<file path="src/ucn_pkg.sv">
// Shared constants and types for the user clock network helper block.
package ucn_pkg;

    // ------------------------------------------------------------
    // Bus geometry
    // ------------------------------------------------------------
    localparam int unsigned UCN_ADDR_W = 4;   // Byte address width.
    localparam int unsigned UCN_DATA_W = 32;  // Data width.
    localparam int unsigned UCN_BE_W   = 4;   // Byte enable width.
    localparam int unsigned UCN_DIV_W  = 4;   // Divider code width.
    localparam int unsigned UCN_SYNC_N = 2;   // Release sync stages.

    // ------------------------------------------------------------
    // Register offsets (byte addresses)
    // ------------------------------------------------------------
    localparam logic [3:0] OFS_CTRL   = 4'h0;
    localparam logic [3:0] OFS_DIV    = 4'h4;
    localparam logic [3:0] OFS_STATUS = 4'h8;

    // ------------------------------------------------------------
    // Control register fields
    // ------------------------------------------------------------
    localparam int unsigned CTRL_TX_RESET = 0;  // Hold transmit helper.
    localparam int unsigned CTRL_RX_RESET = 1;  // Hold receive helper.
    localparam int unsigned CTRL_TX_EXT   = 2;  // Transmit helper outside.
    localparam int unsigned CTRL_RX_EXT   = 3;  // Receive helper outside.
    localparam logic [31:0] CTRL_RESET    = 32'h0000_0003;
    localparam logic [31:0] CTRL_MASK     = 32'h0000_000F;

    // ------------------------------------------------------------
    // Divider register fields (code 0 passes the source through)
    // ------------------------------------------------------------
    localparam int unsigned DIV_TX_FIRST  = 0;
    localparam int unsigned DIV_TX_SECOND = 4;
    localparam int unsigned DIV_RX_FIRST  = 8;
    localparam int unsigned DIV_RX_SECOND = 12;
    localparam logic [31:0] DIV_RESET     = 32'h0000_0000;
    localparam logic [31:0] DIV_MASK      = 32'h0000_FFFF;

    // ------------------------------------------------------------
    // Status register fields
    // ------------------------------------------------------------
    localparam int unsigned ST_TX_ACTIVE = 0;
    localparam int unsigned ST_RX_ACTIVE = 1;
    localparam int unsigned ST_TX_HELD   = 2;
    localparam int unsigned ST_RX_HELD   = 3;
    localparam int unsigned ST_TX_DEP    = 4;
    localparam int unsigned ST_RX_DEP    = 5;

    // Bus answer state.
    typedef enum logic [0:0] {
        UCN_BUS_IDLE   = 1'b0,
        UCN_BUS_ANSWER = 1'b1
    } ucn_bus_state_t;

endpackage

</file>
<file path="src/ucn_release_sync.sv">
// Reset-release synchroniser stepped by the second user clock.
`timescale 1ns/100ps
`default_nettype none

module ucn_release_sync #(
    parameter int unsigned STAGES = 2
) (
    // Clock and reset.
    input  wire logic core_clk,
    input  wire logic reset,
    // Control.
    input  wire logic hold,
    input  wire logic step,
    // Result.
    output var  logic released
);

    // ------------------------------------------------------------
    // Parameter check
    // ------------------------------------------------------------
    if (STAGES < 2) begin : g_bad_stages
        $error("ucn_release_sync needs at least two stages.");
    end

    logic [STAGES-1:0] stage;  // Shift chain; bit 0 is the first stage.

    // Hold clears the chain at once; each step shifts a one in.
    always_ff @(posedge core_clk) begin
        if (reset || hold) begin
            stage <= '0;
        end else if (step) begin
            stage <= {stage[STAGES-2:0], 1'b1};
        end
    end

    // The last stage is the released level.
    assign released = stage[STAGES-1];

endmodule
`default_nettype wire

</file>
<file path="src/ucn_clock_helper.sv">
// One user clock helper: derives two user clocks and an active flag.
`timescale 1ns/100ps
`default_nettype none

module ucn_clock_helper
    import ucn_pkg::*;
#(
    parameter int unsigned DIV_W = ucn_pkg::UCN_DIV_W
) (
    // Clock and reset.
    input  wire logic             core_clk,
    input  wire logic             reset,
    // Source and control.
    input  wire logic             src_clk,
    input  wire logic             hold,
    input  wire logic [DIV_W-1:0] div_first,
    input  wire logic [DIV_W-1:0] div_second,
    // Derived clocks and status.
    output var  logic             user_clk,
    output var  logic             user_clk2,
    output logic                  active
);

    // ------------------------------------------------------------
    // Parameter check
    // ------------------------------------------------------------
    if (DIV_W < 1 || DIV_W > 8) begin : g_bad_div
        $error("ucn_clock_helper divider width out of range.");
    end

    // True on the source edge that ends a half period of code div.
    function automatic logic at_limit(input logic [DIV_W-1:0] cnt,
                                      input logic [DIV_W-1:0] div);
        at_limit = (cnt == div - 1'b1);
    endfunction

    logic             src_q;     // Source level one cycle ago.
    logic             clk2_q;    // Second user clock one cycle ago.
    logic [DIV_W-1:0] cnt1;      // Source edges in this half period.
    logic [DIV_W-1:0] cnt2;      // Same, for the second clock.
    wire              src_rise = src_clk & ~src_q;
    wire              end1     = src_rise & at_limit(cnt1, div_first);
    wire              end2     = src_rise & at_limit(cnt2, div_second);
    wire              clk2_rise = user_clk2 & ~clk2_q;

    // Code 0 copies the source; otherwise toggle every div edges.
    wire next_user_clk  = (div_first == '0) ? src_clk
                        : (user_clk ^ end1);
    wire next_user_clk2 = (div_second == '0) ? src_clk
                        : (user_clk2 ^ end2);

    // ------------------------------------------------------------
    // Dividers: held low with counters clear while in reset.
    // ------------------------------------------------------------
    always_ff @(posedge core_clk) begin
        if (reset || hold) begin
            src_q     <= 1'b0;
            clk2_q    <= 1'b0;
            cnt1      <= '0;
            cnt2      <= '0;
            user_clk  <= 1'b0;
            user_clk2 <= 1'b0;
        end else begin
            src_q     <= src_clk;
            clk2_q    <= user_clk2;
            cnt1      <= end1 ? '0 : cnt1 + DIV_W'(src_rise);
            cnt2      <= end2 ? '0 : cnt2 + DIV_W'(src_rise);
            user_clk  <= next_user_clk;
            user_clk2 <= next_user_clk2;
        end
    end

    // Active drops with hold and rises after release is synchronised
    // over two edges of the second user clock.
    ucn_release_sync #(
        .STAGES   (UCN_SYNC_N)
    ) u_release (
        .core_clk (core_clk),
        .reset    (reset),
        .hold     (hold),
        .step     (clk2_rise),
        .released (active)
    );

endmodule
`default_nettype wire

</file>
<file path="src/ucn_user_clock_network.sv">
// Transmit and receive user clock network helpers with a register slave.
`timescale 1ns/100ps
`default_nettype none

// Functional notes
// - Transmit user clock from source, optionally divided.
// - Second transmit user clock from same source.
// - Transmit active rises after two second user clock edges once helper released.
// - External mode drives dependent enable from active, reset inputs.
// - Receive user clock from source, optionally divided.
// - Second receive user clock from same source.
// - Receive active rises after two second user clock edges once helper released.
module ucn_user_clock_network (
    // Clock and reset.
    input  wire logic                         core_clk,
    input  wire logic                         reset,
    // Register bus slave.
    input  wire logic [ucn_pkg::UCN_ADDR_W-1:0] avs_address,
    input  wire logic                         avs_read,
    input  wire logic                         avs_write,
    input  wire logic [ucn_pkg::UCN_DATA_W-1:0] avs_writedata,
    input  wire logic [ucn_pkg::UCN_BE_W-1:0] avs_byteenable,
    output var  logic [ucn_pkg::UCN_DATA_W-1:0] avs_readdata,
    output var  logic                         avs_waitrequest,
    // Transmit helper pins.
    input  wire logic                         tx_clk_reset_in,
    input  wire logic                         tx_source_clock_in,
    input  wire logic                         tx_clock_active_in,
    output logic                              tx_user_clock_out,
    output logic                              tx_user_clock_second_out,
    output logic                              tx_clock_active_out,
    output var  logic                         tx_dependent_enable_out,
    // Receive helper pins.
    input  wire logic                         rx_clk_reset_in,
    input  wire logic                         rx_source_clock_in,
    input  wire logic                         rx_clock_active_in,
    output logic                              rx_user_clock_out,
    output logic                              rx_user_clock_second_out,
    output logic                              rx_clock_active_out,
    output var  logic                         rx_dependent_enable_out
);

    import ucn_pkg::*;

    // ------------------------------------------------------------
    // Helper functions
    // ------------------------------------------------------------

    // Merges write data into a register under byte enables and a mask.
    function automatic logic [31:0] apply_be(input logic [31:0] old,
                                             input logic [31:0] wdata,
                                             input logic [3:0]  be,
                                             input logic [31:0] mask);
        logic [31:0] merged;
        merged = old;
        for (int i = 0; i < 4; i++) begin
            if (be[i]) begin
                merged[8*i +: 8] = wdata[8*i +: 8];
            end
        end
        apply_be = merged & mask;
    endfunction

    // ------------------------------------------------------------
    // Registers and state
    // ------------------------------------------------------------
    ucn_bus_state_t bus_state;      // Bus answer state.
    ucn_bus_state_t next_bus_state; // Next bus state.
    logic [31:0]    ctrl;           // Control register.
    logic [31:0]    div;            // Divider codes.

    // ------------------------------------------------------------
    // Address decode
    // ------------------------------------------------------------
    wire sel_ctrl   = (avs_address == OFS_CTRL);
    wire sel_div    = (avs_address == OFS_DIV);
    wire sel_status = (avs_address == OFS_STATUS);
    wire request    = avs_read | avs_write;

    // A write lands at the edge where waitrequest is seen low.
    wire answering  = (bus_state == UCN_BUS_ANSWER);
    wire wr_ctrl    = answering & avs_write & sel_ctrl;
    wire wr_div     = answering & avs_write & sel_div;

    // ------------------------------------------------------------
    // Helper control
    // ------------------------------------------------------------

    // External mode keeps the in-core helper idle and outputs low.
    wire tx_ext  = ctrl[CTRL_TX_EXT];
    wire rx_ext  = ctrl[CTRL_RX_EXT];

    // Pin reset or software reset holds the clocking resources.
    wire tx_hold = tx_clk_reset_in | ctrl[CTRL_TX_RESET] | tx_ext;
    wire rx_hold = rx_clk_reset_in | ctrl[CTRL_RX_RESET] | rx_ext;

    // Dependent logic follows the in-core flag, or the exposed
    // active input qualified by the exposed reset input.
    wire next_tx_dep = tx_ext
                     ? (tx_clock_active_in & ~tx_clk_reset_in)
                     : tx_clock_active_out;
    wire next_rx_dep = rx_ext
                     ? (rx_clock_active_in & ~rx_clk_reset_in)
                     : rx_clock_active_out;

    // ------------------------------------------------------------
    // Read data selection
    // ------------------------------------------------------------
    wire [31:0] status_word = {
        26'h0,
        rx_dependent_enable_out,
        tx_dependent_enable_out,
        rx_hold,
        tx_hold,
        rx_clock_active_out,
        tx_clock_active_out
    };
    wire [31:0] read_mux = sel_ctrl   ? ctrl
                         : sel_div    ? div
                         : sel_status ? status_word
                         : 32'h0000_0000;

    // Unmapped addresses read zero and ignore writes.
    assign next_bus_state = (bus_state == UCN_BUS_IDLE && request)
                          ? UCN_BUS_ANSWER : UCN_BUS_IDLE;

    // ------------------------------------------------------------
    // Bus slave: one wait cycle, then a one-cycle answer.
    // ------------------------------------------------------------
    always_ff @(posedge core_clk) begin
        if (reset) begin
            bus_state       <= UCN_BUS_IDLE;
            avs_waitrequest <= 1'b1;
            avs_readdata    <= 32'h0000_0000;
        end else begin
            bus_state       <= next_bus_state;
            avs_waitrequest <= (next_bus_state != UCN_BUS_ANSWER);
            if (next_bus_state == UCN_BUS_ANSWER && avs_read) begin
                avs_readdata <= read_mux;
            end
        end
    end

    // ------------------------------------------------------------
    // Control registers: both helpers start held in reset.
    // ------------------------------------------------------------
    always_ff @(posedge core_clk) begin
        if (reset) begin
            ctrl <= CTRL_RESET;
            div  <= DIV_RESET;
        end else begin
            if (wr_ctrl) begin
                ctrl <= apply_be(ctrl, avs_writedata, avs_byteenable,
                                 CTRL_MASK);
            end
            if (wr_div) begin
                div <= apply_be(div, avs_writedata, avs_byteenable,
                                DIV_MASK);
            end
        end
    end

    // ------------------------------------------------------------
    // Dependent enables, registered.
    // ------------------------------------------------------------
    always_ff @(posedge core_clk) begin
        if (reset) begin
            tx_dependent_enable_out <= 1'b0;
            rx_dependent_enable_out <= 1'b0;
        end else begin
            tx_dependent_enable_out <= next_tx_dep;
            rx_dependent_enable_out <= next_rx_dep;
        end
    end

    // ------------------------------------------------------------
    // Transmit helper
    // ------------------------------------------------------------
    ucn_clock_helper #(
        .DIV_W      (UCN_DIV_W)
    ) u_tx_helper (
        .core_clk   (core_clk),
        .reset      (reset),
        .src_clk    (tx_source_clock_in),
        .hold       (tx_hold),
        .div_first  (div[DIV_TX_FIRST +: UCN_DIV_W]),
        .div_second (div[DIV_TX_SECOND +: UCN_DIV_W]),
        .user_clk   (tx_user_clock_out),
        .user_clk2  (tx_user_clock_second_out),
        .active     (tx_clock_active_out)
    );

    // ------------------------------------------------------------
    // Receive helper
    // ------------------------------------------------------------
    ucn_clock_helper #(
        .DIV_W      (UCN_DIV_W)
    ) u_rx_helper (
        .core_clk   (core_clk),
        .reset      (reset),
        .src_clk    (rx_source_clock_in),
        .hold       (rx_hold),
        .div_first  (div[DIV_RX_FIRST +: UCN_DIV_W]),
        .div_second (div[DIV_RX_SECOND +: UCN_DIV_W]),
        .user_clk   (rx_user_clock_out),
        .user_clk2  (rx_user_clock_second_out),
        .active     (rx_clock_active_out)
    );

endmodule
`default_nettype wire

</file>
<file path="config.mk">
export PLATFORM = sky130hd
export DESIGN_NAME = ucn_user_clock_network
export DESIGN_NICKNAME = d
export VERILOG_FILES = /design/src/ucn_pkg.sv /design/src/ucn_release_sync.sv /design/src/ucn_clock_helper.sv /design/src/ucn_user_clock_network.sv
export SDC_FILE = /design/constraint.sdc
export NUM_CORES = 1
export LEC_CHECK = 0
export ABC_CLOCK_PERIOD_IN_PS = 4400
export BUFFER_PORTS_ARGS = -buffer_cell sky130_fd_sc_hd__buf_2
export CORE_ASPECT_RATIO = 0.8
export CORE_MARGIN = 2
export CORE_UTILIZATION = 55
export CTS_BUF_LIST = sky130_fd_sc_hd__clkbuf_8 sky130_fd_sc_hd__clkbuf_16
export DETAILED_ROUTE_END_ITERATION = 8
export GPL_ROUTABILITY_DRIVEN = 0
export PLACE_DENSITY = 0.84
export SLEW_MARGIN = 20
export SYNTH_ARGS = -nofsm -noshare
export SYNTH_HDL_FRONTEND = slang
export SYNTH_SLANG_ARGS = --single-unit
</file>
<file path="constraint.sdc">
create_clock -name core_clk -period 4.4 [get_ports core_clk]
set_input_delay 0.22 -clock core_clk [delete_from_list [all_inputs] [get_ports core_clk]]
set_output_delay 0.22 -clock core_clk [all_outputs]
set_load 0.02 [all_outputs]
</file>
Yosys cells after proc, flatten, opt, wreduce, memory -nomap -nowiden
Index checks and enable logic that the tools add are counted.

cells by class
  $add $sub $neg = 8
  equality and inequality tests = 6
  muxes and demuxes = 10
  bitwise gates (word level) = 30
  reductions and logical operators = 16

operators by type and width
  cell                                                 number
  2-to-1 mux 16 bit                                    2
  zero test 4 bit                                      5
  adder 4 x 1 -> 4 bit                                 4
  equality test 4 bit                                  4
  subtractor 4 x 1 -> 4 bit, second input constant     4
  AND 1 bit                                            13
  NOT 1 bit                                            8
  OR reduction 2 bit                                   4
  2-to-1 mux 1 bit                                     7
  2-to-1 mux 6 bit                                     1
  AND reduction 2 bit                                  3
  bitwise OR 1 bit                                     5
  equality test 4 x 3 -> 1 bit, second input constant  1
  equality test 4 bit, second input constant           1
  XOR 1 bit                                            4
  logical AND 1 bit                                    2
  logical OR 1 bit                                     2

storage, ports and cells
  register bits after elaboration = 84
  bits of input ports = 50
  output and inout bits = 41
  word-level logic and storage cells = 92

Depth between registers and ports, before layout
  word-level depth = 5
  depth in mapped cells = 6
  depth with buffers taken out = 6

Cells and area by module
Synthesis repeated with hierarchy kept, for this count alone.

unflattened totals
  cells, all modules = 377
  area total of the unflattened synthesis = 3296.9 sq um

modules (own cells, without submodules)
  module                  instances  cells an instance  area an instance (sq um)
  ucn_user_clock_network  1          219                1840.5
  ucn_clock_helper        2          73                 659.4
  ucn_release_sync        2          6                  68.8

Least setup slack after synthesis
OpenSTA, ideal clock, no wires.

  path kind = reg-to-reg
  from = register div[4]
  to = register u_tx_helper.user_clk2
  library setup time = 0.074 ns
  data arrival time = 1.398 ns
  required time = 4.326 ns
  setup slack = 2.928 ns
  stages on the path, launching flop included = 7
  buffers on the path = 0
  path through = dfxtp_1 -> inv_1 -> ha_1 -> xor2_1 -> nand4_1 -> or3_1 -> a31oi_1

between the ends
  cells in the longest elaborated chain, start to end = 5

RTL lines
  element                    line                           text
  start, declared            ucn_user_clock_network.sv:70   logic [31:0] div;
  start signal, assigned     ucn_user_clock_network.sv:157  div <= apply_be(div, avs_writedata, avs_byteenable,
  subtractor 4 x 1 -> 4 bit  ucn_clock_helper.sv:34         at_limit = (cnt == div - 1'b1);
  equality test 4 bit        ucn_clock_helper.sv:34
  AND 1 bit                  ucn_clock_helper.sv:43         wire end2 = src_rise & at_limit(cnt2, div_second);
  XOR 1 bit                  ucn_clock_helper.sv:50         : (user_clk2 ^ end2);
  2-to-1 mux 1 bit (*)       ucn_clock_helper.sv:49         wire next_user_clk2 = (div_second == '0) ? src_clk
  end signal, assigned       ucn_clock_helper.sv:69         user_clk2 <= next_user_clk2;
  end, declared              ucn_clock_helper.sv:20         output var logic user_clk2,

Every way passes the cells marked *; elsewhere a longest branch is shown, timed or not.
A chain may end at the register's enable or synchronous reset.

Final worst setup path
  from = register div[12]
  to = register u_rx_helper.cnt2[3]

between the ends
  cells in the longest elaborated chain, start to end = 4

RTL lines
  element                       line                    text
  subtractor 4 x 1 -> 4 bit     ucn_clock_helper.sv:34
  equality test 4 bit           ucn_clock_helper.sv:34
  AND 1 bit                     ucn_clock_helper.sv:43
  OR reduction 2 bit (no line)  --
  end signal, assigned          ucn_clock_helper.sv:67  cnt2 <= end2 ? '0 : cnt2 + DIV_W'(src_rise);
  end, declared                 ucn_clock_helper.sv:40  logic [DIV_W-1:0] cnt2;

No other way between the ends.

==> run_results.csv <==
group,metric,value,unit
outcome,run_status,"complete, no violations",
timing,hold_viol,0,
layout,n_antenna_cell,0,
placement,dp_hpwl,4.68,mm
worst_setup_path,max_stage_delay,480,ps
global_routing,grt_max_degree,44,
synthesis,yosysWarnings,0,
clock_network,clock_latency,340,ps
synthesis,synth-edff-count,0,
worst_setup_path,endpoint_kind,"register",
synthesis,synthArstFlopShare,0,%
layout,drive_above_1_share,17.7,%
min_path,hold_class,"primary input to register",
timing,max_freq,0.533,GHz
worst_setup_path,critPathKind,"register to register",
worst_setup_path,critPathArrivalTime,2070,ps
synthesis,synth-seq-cells,68,
routing,avgRoutedWirePerCell,13.5,um
worst_setup_path,worstPathRequired,4600,ps
timing,setup_viol,0,
routing,via_per_inst,5.20,
clock_network,cts_hold_buffers,0,
floorplan,io_pins,91,
synthesis,ys_seq_area_share,43.0,%
layout,nNetsFinal,464,
routing,wl,6.52,mm
placement,numPortBuffers,56,
floorplan,die_area,6380,um2
layout,regArea,1360,um2
worst_setup_path,cp-startpoint,"div[12]",
pwr,leakage,1.57,nW
worst_setup_path,cp_max_fo,5,
worst_setup_path,r2r_start,"div[12]",
timing,max_slew_margin,43.3,%
timing,skew,8.24,ps
routing,antenna_left,0,
timing,fin_crit_sh,42.6,%
min_path,min_from,"avs_writedata[9]",
layout,syn_to_final_growth,14.6,%
synthesis,synth_area,3160,um2
synthesis,synth_area_per_cell,9.12,um2
worst_setup_path,start_kind,"register",
layout,fillCellCount,455,
clock_network,cts.sinks,68,
clock_network,cts_tree,"built",
clock_network,htreeDepth,3,
floorplan,coreArea,5500,um2
routing,vias,2517,
flow_run,drv_cap,0,
timing,finalCriticalPeriod,1870,ps
floorplan,dieWidth,88.8,um
pwr,power,1.21,mW
layout,multi_input_area,1600,um2
global_routing,grt_overflow,0,
clock_network,postCtsResizedCells,0,
timing,worstMarginPinSlew,842,ps
clock_network,root_buffer,"clkbuf_8",
pwr,power_density,333,nW/um2
timing,grt_setup_unrepaired,"false",
routing,drc,0,
global_routing,antenna_found_initial,0,
routing,initialDrtViolationCount,143,
worst_setup_path,cp_slowest_cell,"o21ai_0",
floorplan,die_h,71.8,um
clock_network,post_cts_buffers,0,
clock_network,cts_buffers,9,
global_routing,grt_pass1_vias,2393,
floorplan,initial_core_util,57.6,%
routing,dr.pass1.iters,4,
pwr,ir_drop,0.195,mV
synthesis,syn_inst,347,
timing,slew_violations,0,
clock_network,cts_buffer_depth,2,
synthesis,synth_flop_cell,"dfxtp_1",
worst_setup_path,worst-path-buf-inv,1,
worst_setup_path,crit_chain,"inv_1 -> ha_1 -> xor2_1 -> nand4_1 -> o21ai_0 -> nor2_1",
worst_setup_path,critPathTopFamily,"compound AO/OA/AOI/OAI gates",
clock_network,clkTransAtPathRegs,70,ps
synthesis,ys_types,38,
timing,setup-tns-final,0,ps
global_routing,grt_usage,22.2,%
floorplan,rows,24,
global_routing,grt_pass1_wl,10.8,mm
==> power breakdown <==
part	internal (mW)	switching (mW)
Clock	0.301	0.221
Combinational	0.0193	0.0457
Sequential	0.618	0.00201
==> per-layer routing <==
layer  up-vias  global-route usage (%)  part of all wire (%)  wire length [um]
met5         -                       0                     0                 0
met3        10                    7.03                   6.0               394
li1       1250                       -                     -                 -
met4         0                    10.6                   1.7               114
met1      1172                    27.4                    46              3010
met2        85                    35.1                    46              3000
==> flip-flops by register name (all words and copies together), names as in the netlist, 2 cells and up <==
| register | cells |
|---|---|
| avs_readdata | 16 |
| ctrl | 4 |
| div | 16 |
| u_rx_helper.cnt1 | 4 |
| u_rx_helper.cnt2 | 4 |
| u_rx_helper.u_release.stage | 2 |
| u_tx_helper.cnt1 | 4 |
| u_tx_helper.cnt2 | 4 |
| u_tx_helper.u_release.stage | 2 |
==> per-stage QoR <==
step                hold WS (ps)  util, %  instance area, um2  worst slack [ps]  cells
global route                 104     66.0                3630              2370    484
finish                       120     66.0                3630              2530    484
CTS                          102     65.8                3620              2260    484
global placement             430     62.1                3410              1980    469
floorplan                    342        -                3220              2930    362
detailed placement           442     62.1                3410              1910    469
==> layout make-up <==
cell class                      instances  area share [%]
Clock buffer                           12            4.55
Clock inverter                          3            1.04
Inverter                               23            2.38
Multi-Input combinational cell        244            44.1
Sequential cell                        68            37.5
Tap cell                               78            2.69
Timing Repair Buffer                   56            7.73
==> worst register-to-register path: stages, from the launching register on <==
cell and delay (ps):
dfxtp_1 440, inv_1 80, ha_1 300, xor2_1 150, nand4_1 150, o21ai_0 480, nor2_1 130
==> final timing paths <==
kind / to / slack [ps] / cells after the start
worst max-delay path: u_rx_helper.cnt2[3] / 2530 / 6
worst min-delay path: div[9] / 120 / 3
worst max register to register: u_rx_helper.cnt2[3] / 2530 / 6
worst min register to register: avs_readdata[15] / 450 / 2
==> synthesized netlist by cell type, types with 2 or more instances <==
master     instances  area, um2
and2_1             6       37.5
nor3_1             4       20.0
xnor2_1           12        105
inv_1             23       86.3
mux2i_1           22        220
nand2_1           18       67.6
buf_6              2       22.5
nor2b_1            3       18.8
dfxtp_1           68       1360
nor2_1            47        176
o2bb2ai_1          2       17.5
nand3_1           14       70.1
nand2b_1           3       18.8
a21oi_1           18       90.1
nand3b_1           2       15.0
and2b_1            2       15.0
nand4_1            5       31.3
or4_1              2       15.0
xor2_1            12        105
o21ai_0           16       80.1
a31oi_1            4       25.0
clkbuf_1           5       18.8
a22oi_1            4       30.0
or3_1              4       25.0
nor4_1             3       18.8
xnor3_1            4       90.1
and4_1             2       17.5
a211o_1            2       17.5
ha_1              12        150
buf_4             17        128
buf_2              2       10.0
==> cells by family (layout without fill, tap and decap cells) <==
family	Yosys count	in the layout	synth area share [%]
flops	68	68	43.0
simple gates	117	117	18.1
xor+xnor	28	28	9.49
buf+inv	50	94	8.50
mux	22	22	6.96
other cells	1	16	0.119
fa+ha+maj	12	12	4.75
compound gates	49	49	9.06
==> cell usage in the layout (no fill, tap or decap), types with 2 or more instances in the layout <==
cell and n:
a211o_1 2, a21oi_1 18, a22oi_1 4, a31oi_1 4
and2_1 6, and2b_1 2, and4_1 2, buf_2 56
clkbuf_8 12, conb_1 16, dfxtp_1 68, ha_1 12
inv_1 25, mux2i_1 22, nand2_1 18, nand2b_1 3
nand3_1 14, nand3b_1 2, nand4_1 5, nor2_1 47
nor2b_1 3, nor3_1 4, nor4_1 3, o21ai_0 16
o2bb2ai_1 2, or3_1 4, or4_1 2, xnor2_1 12
xnor3_1 4, xor2_1 12
(Power assumes the default switching activity.)
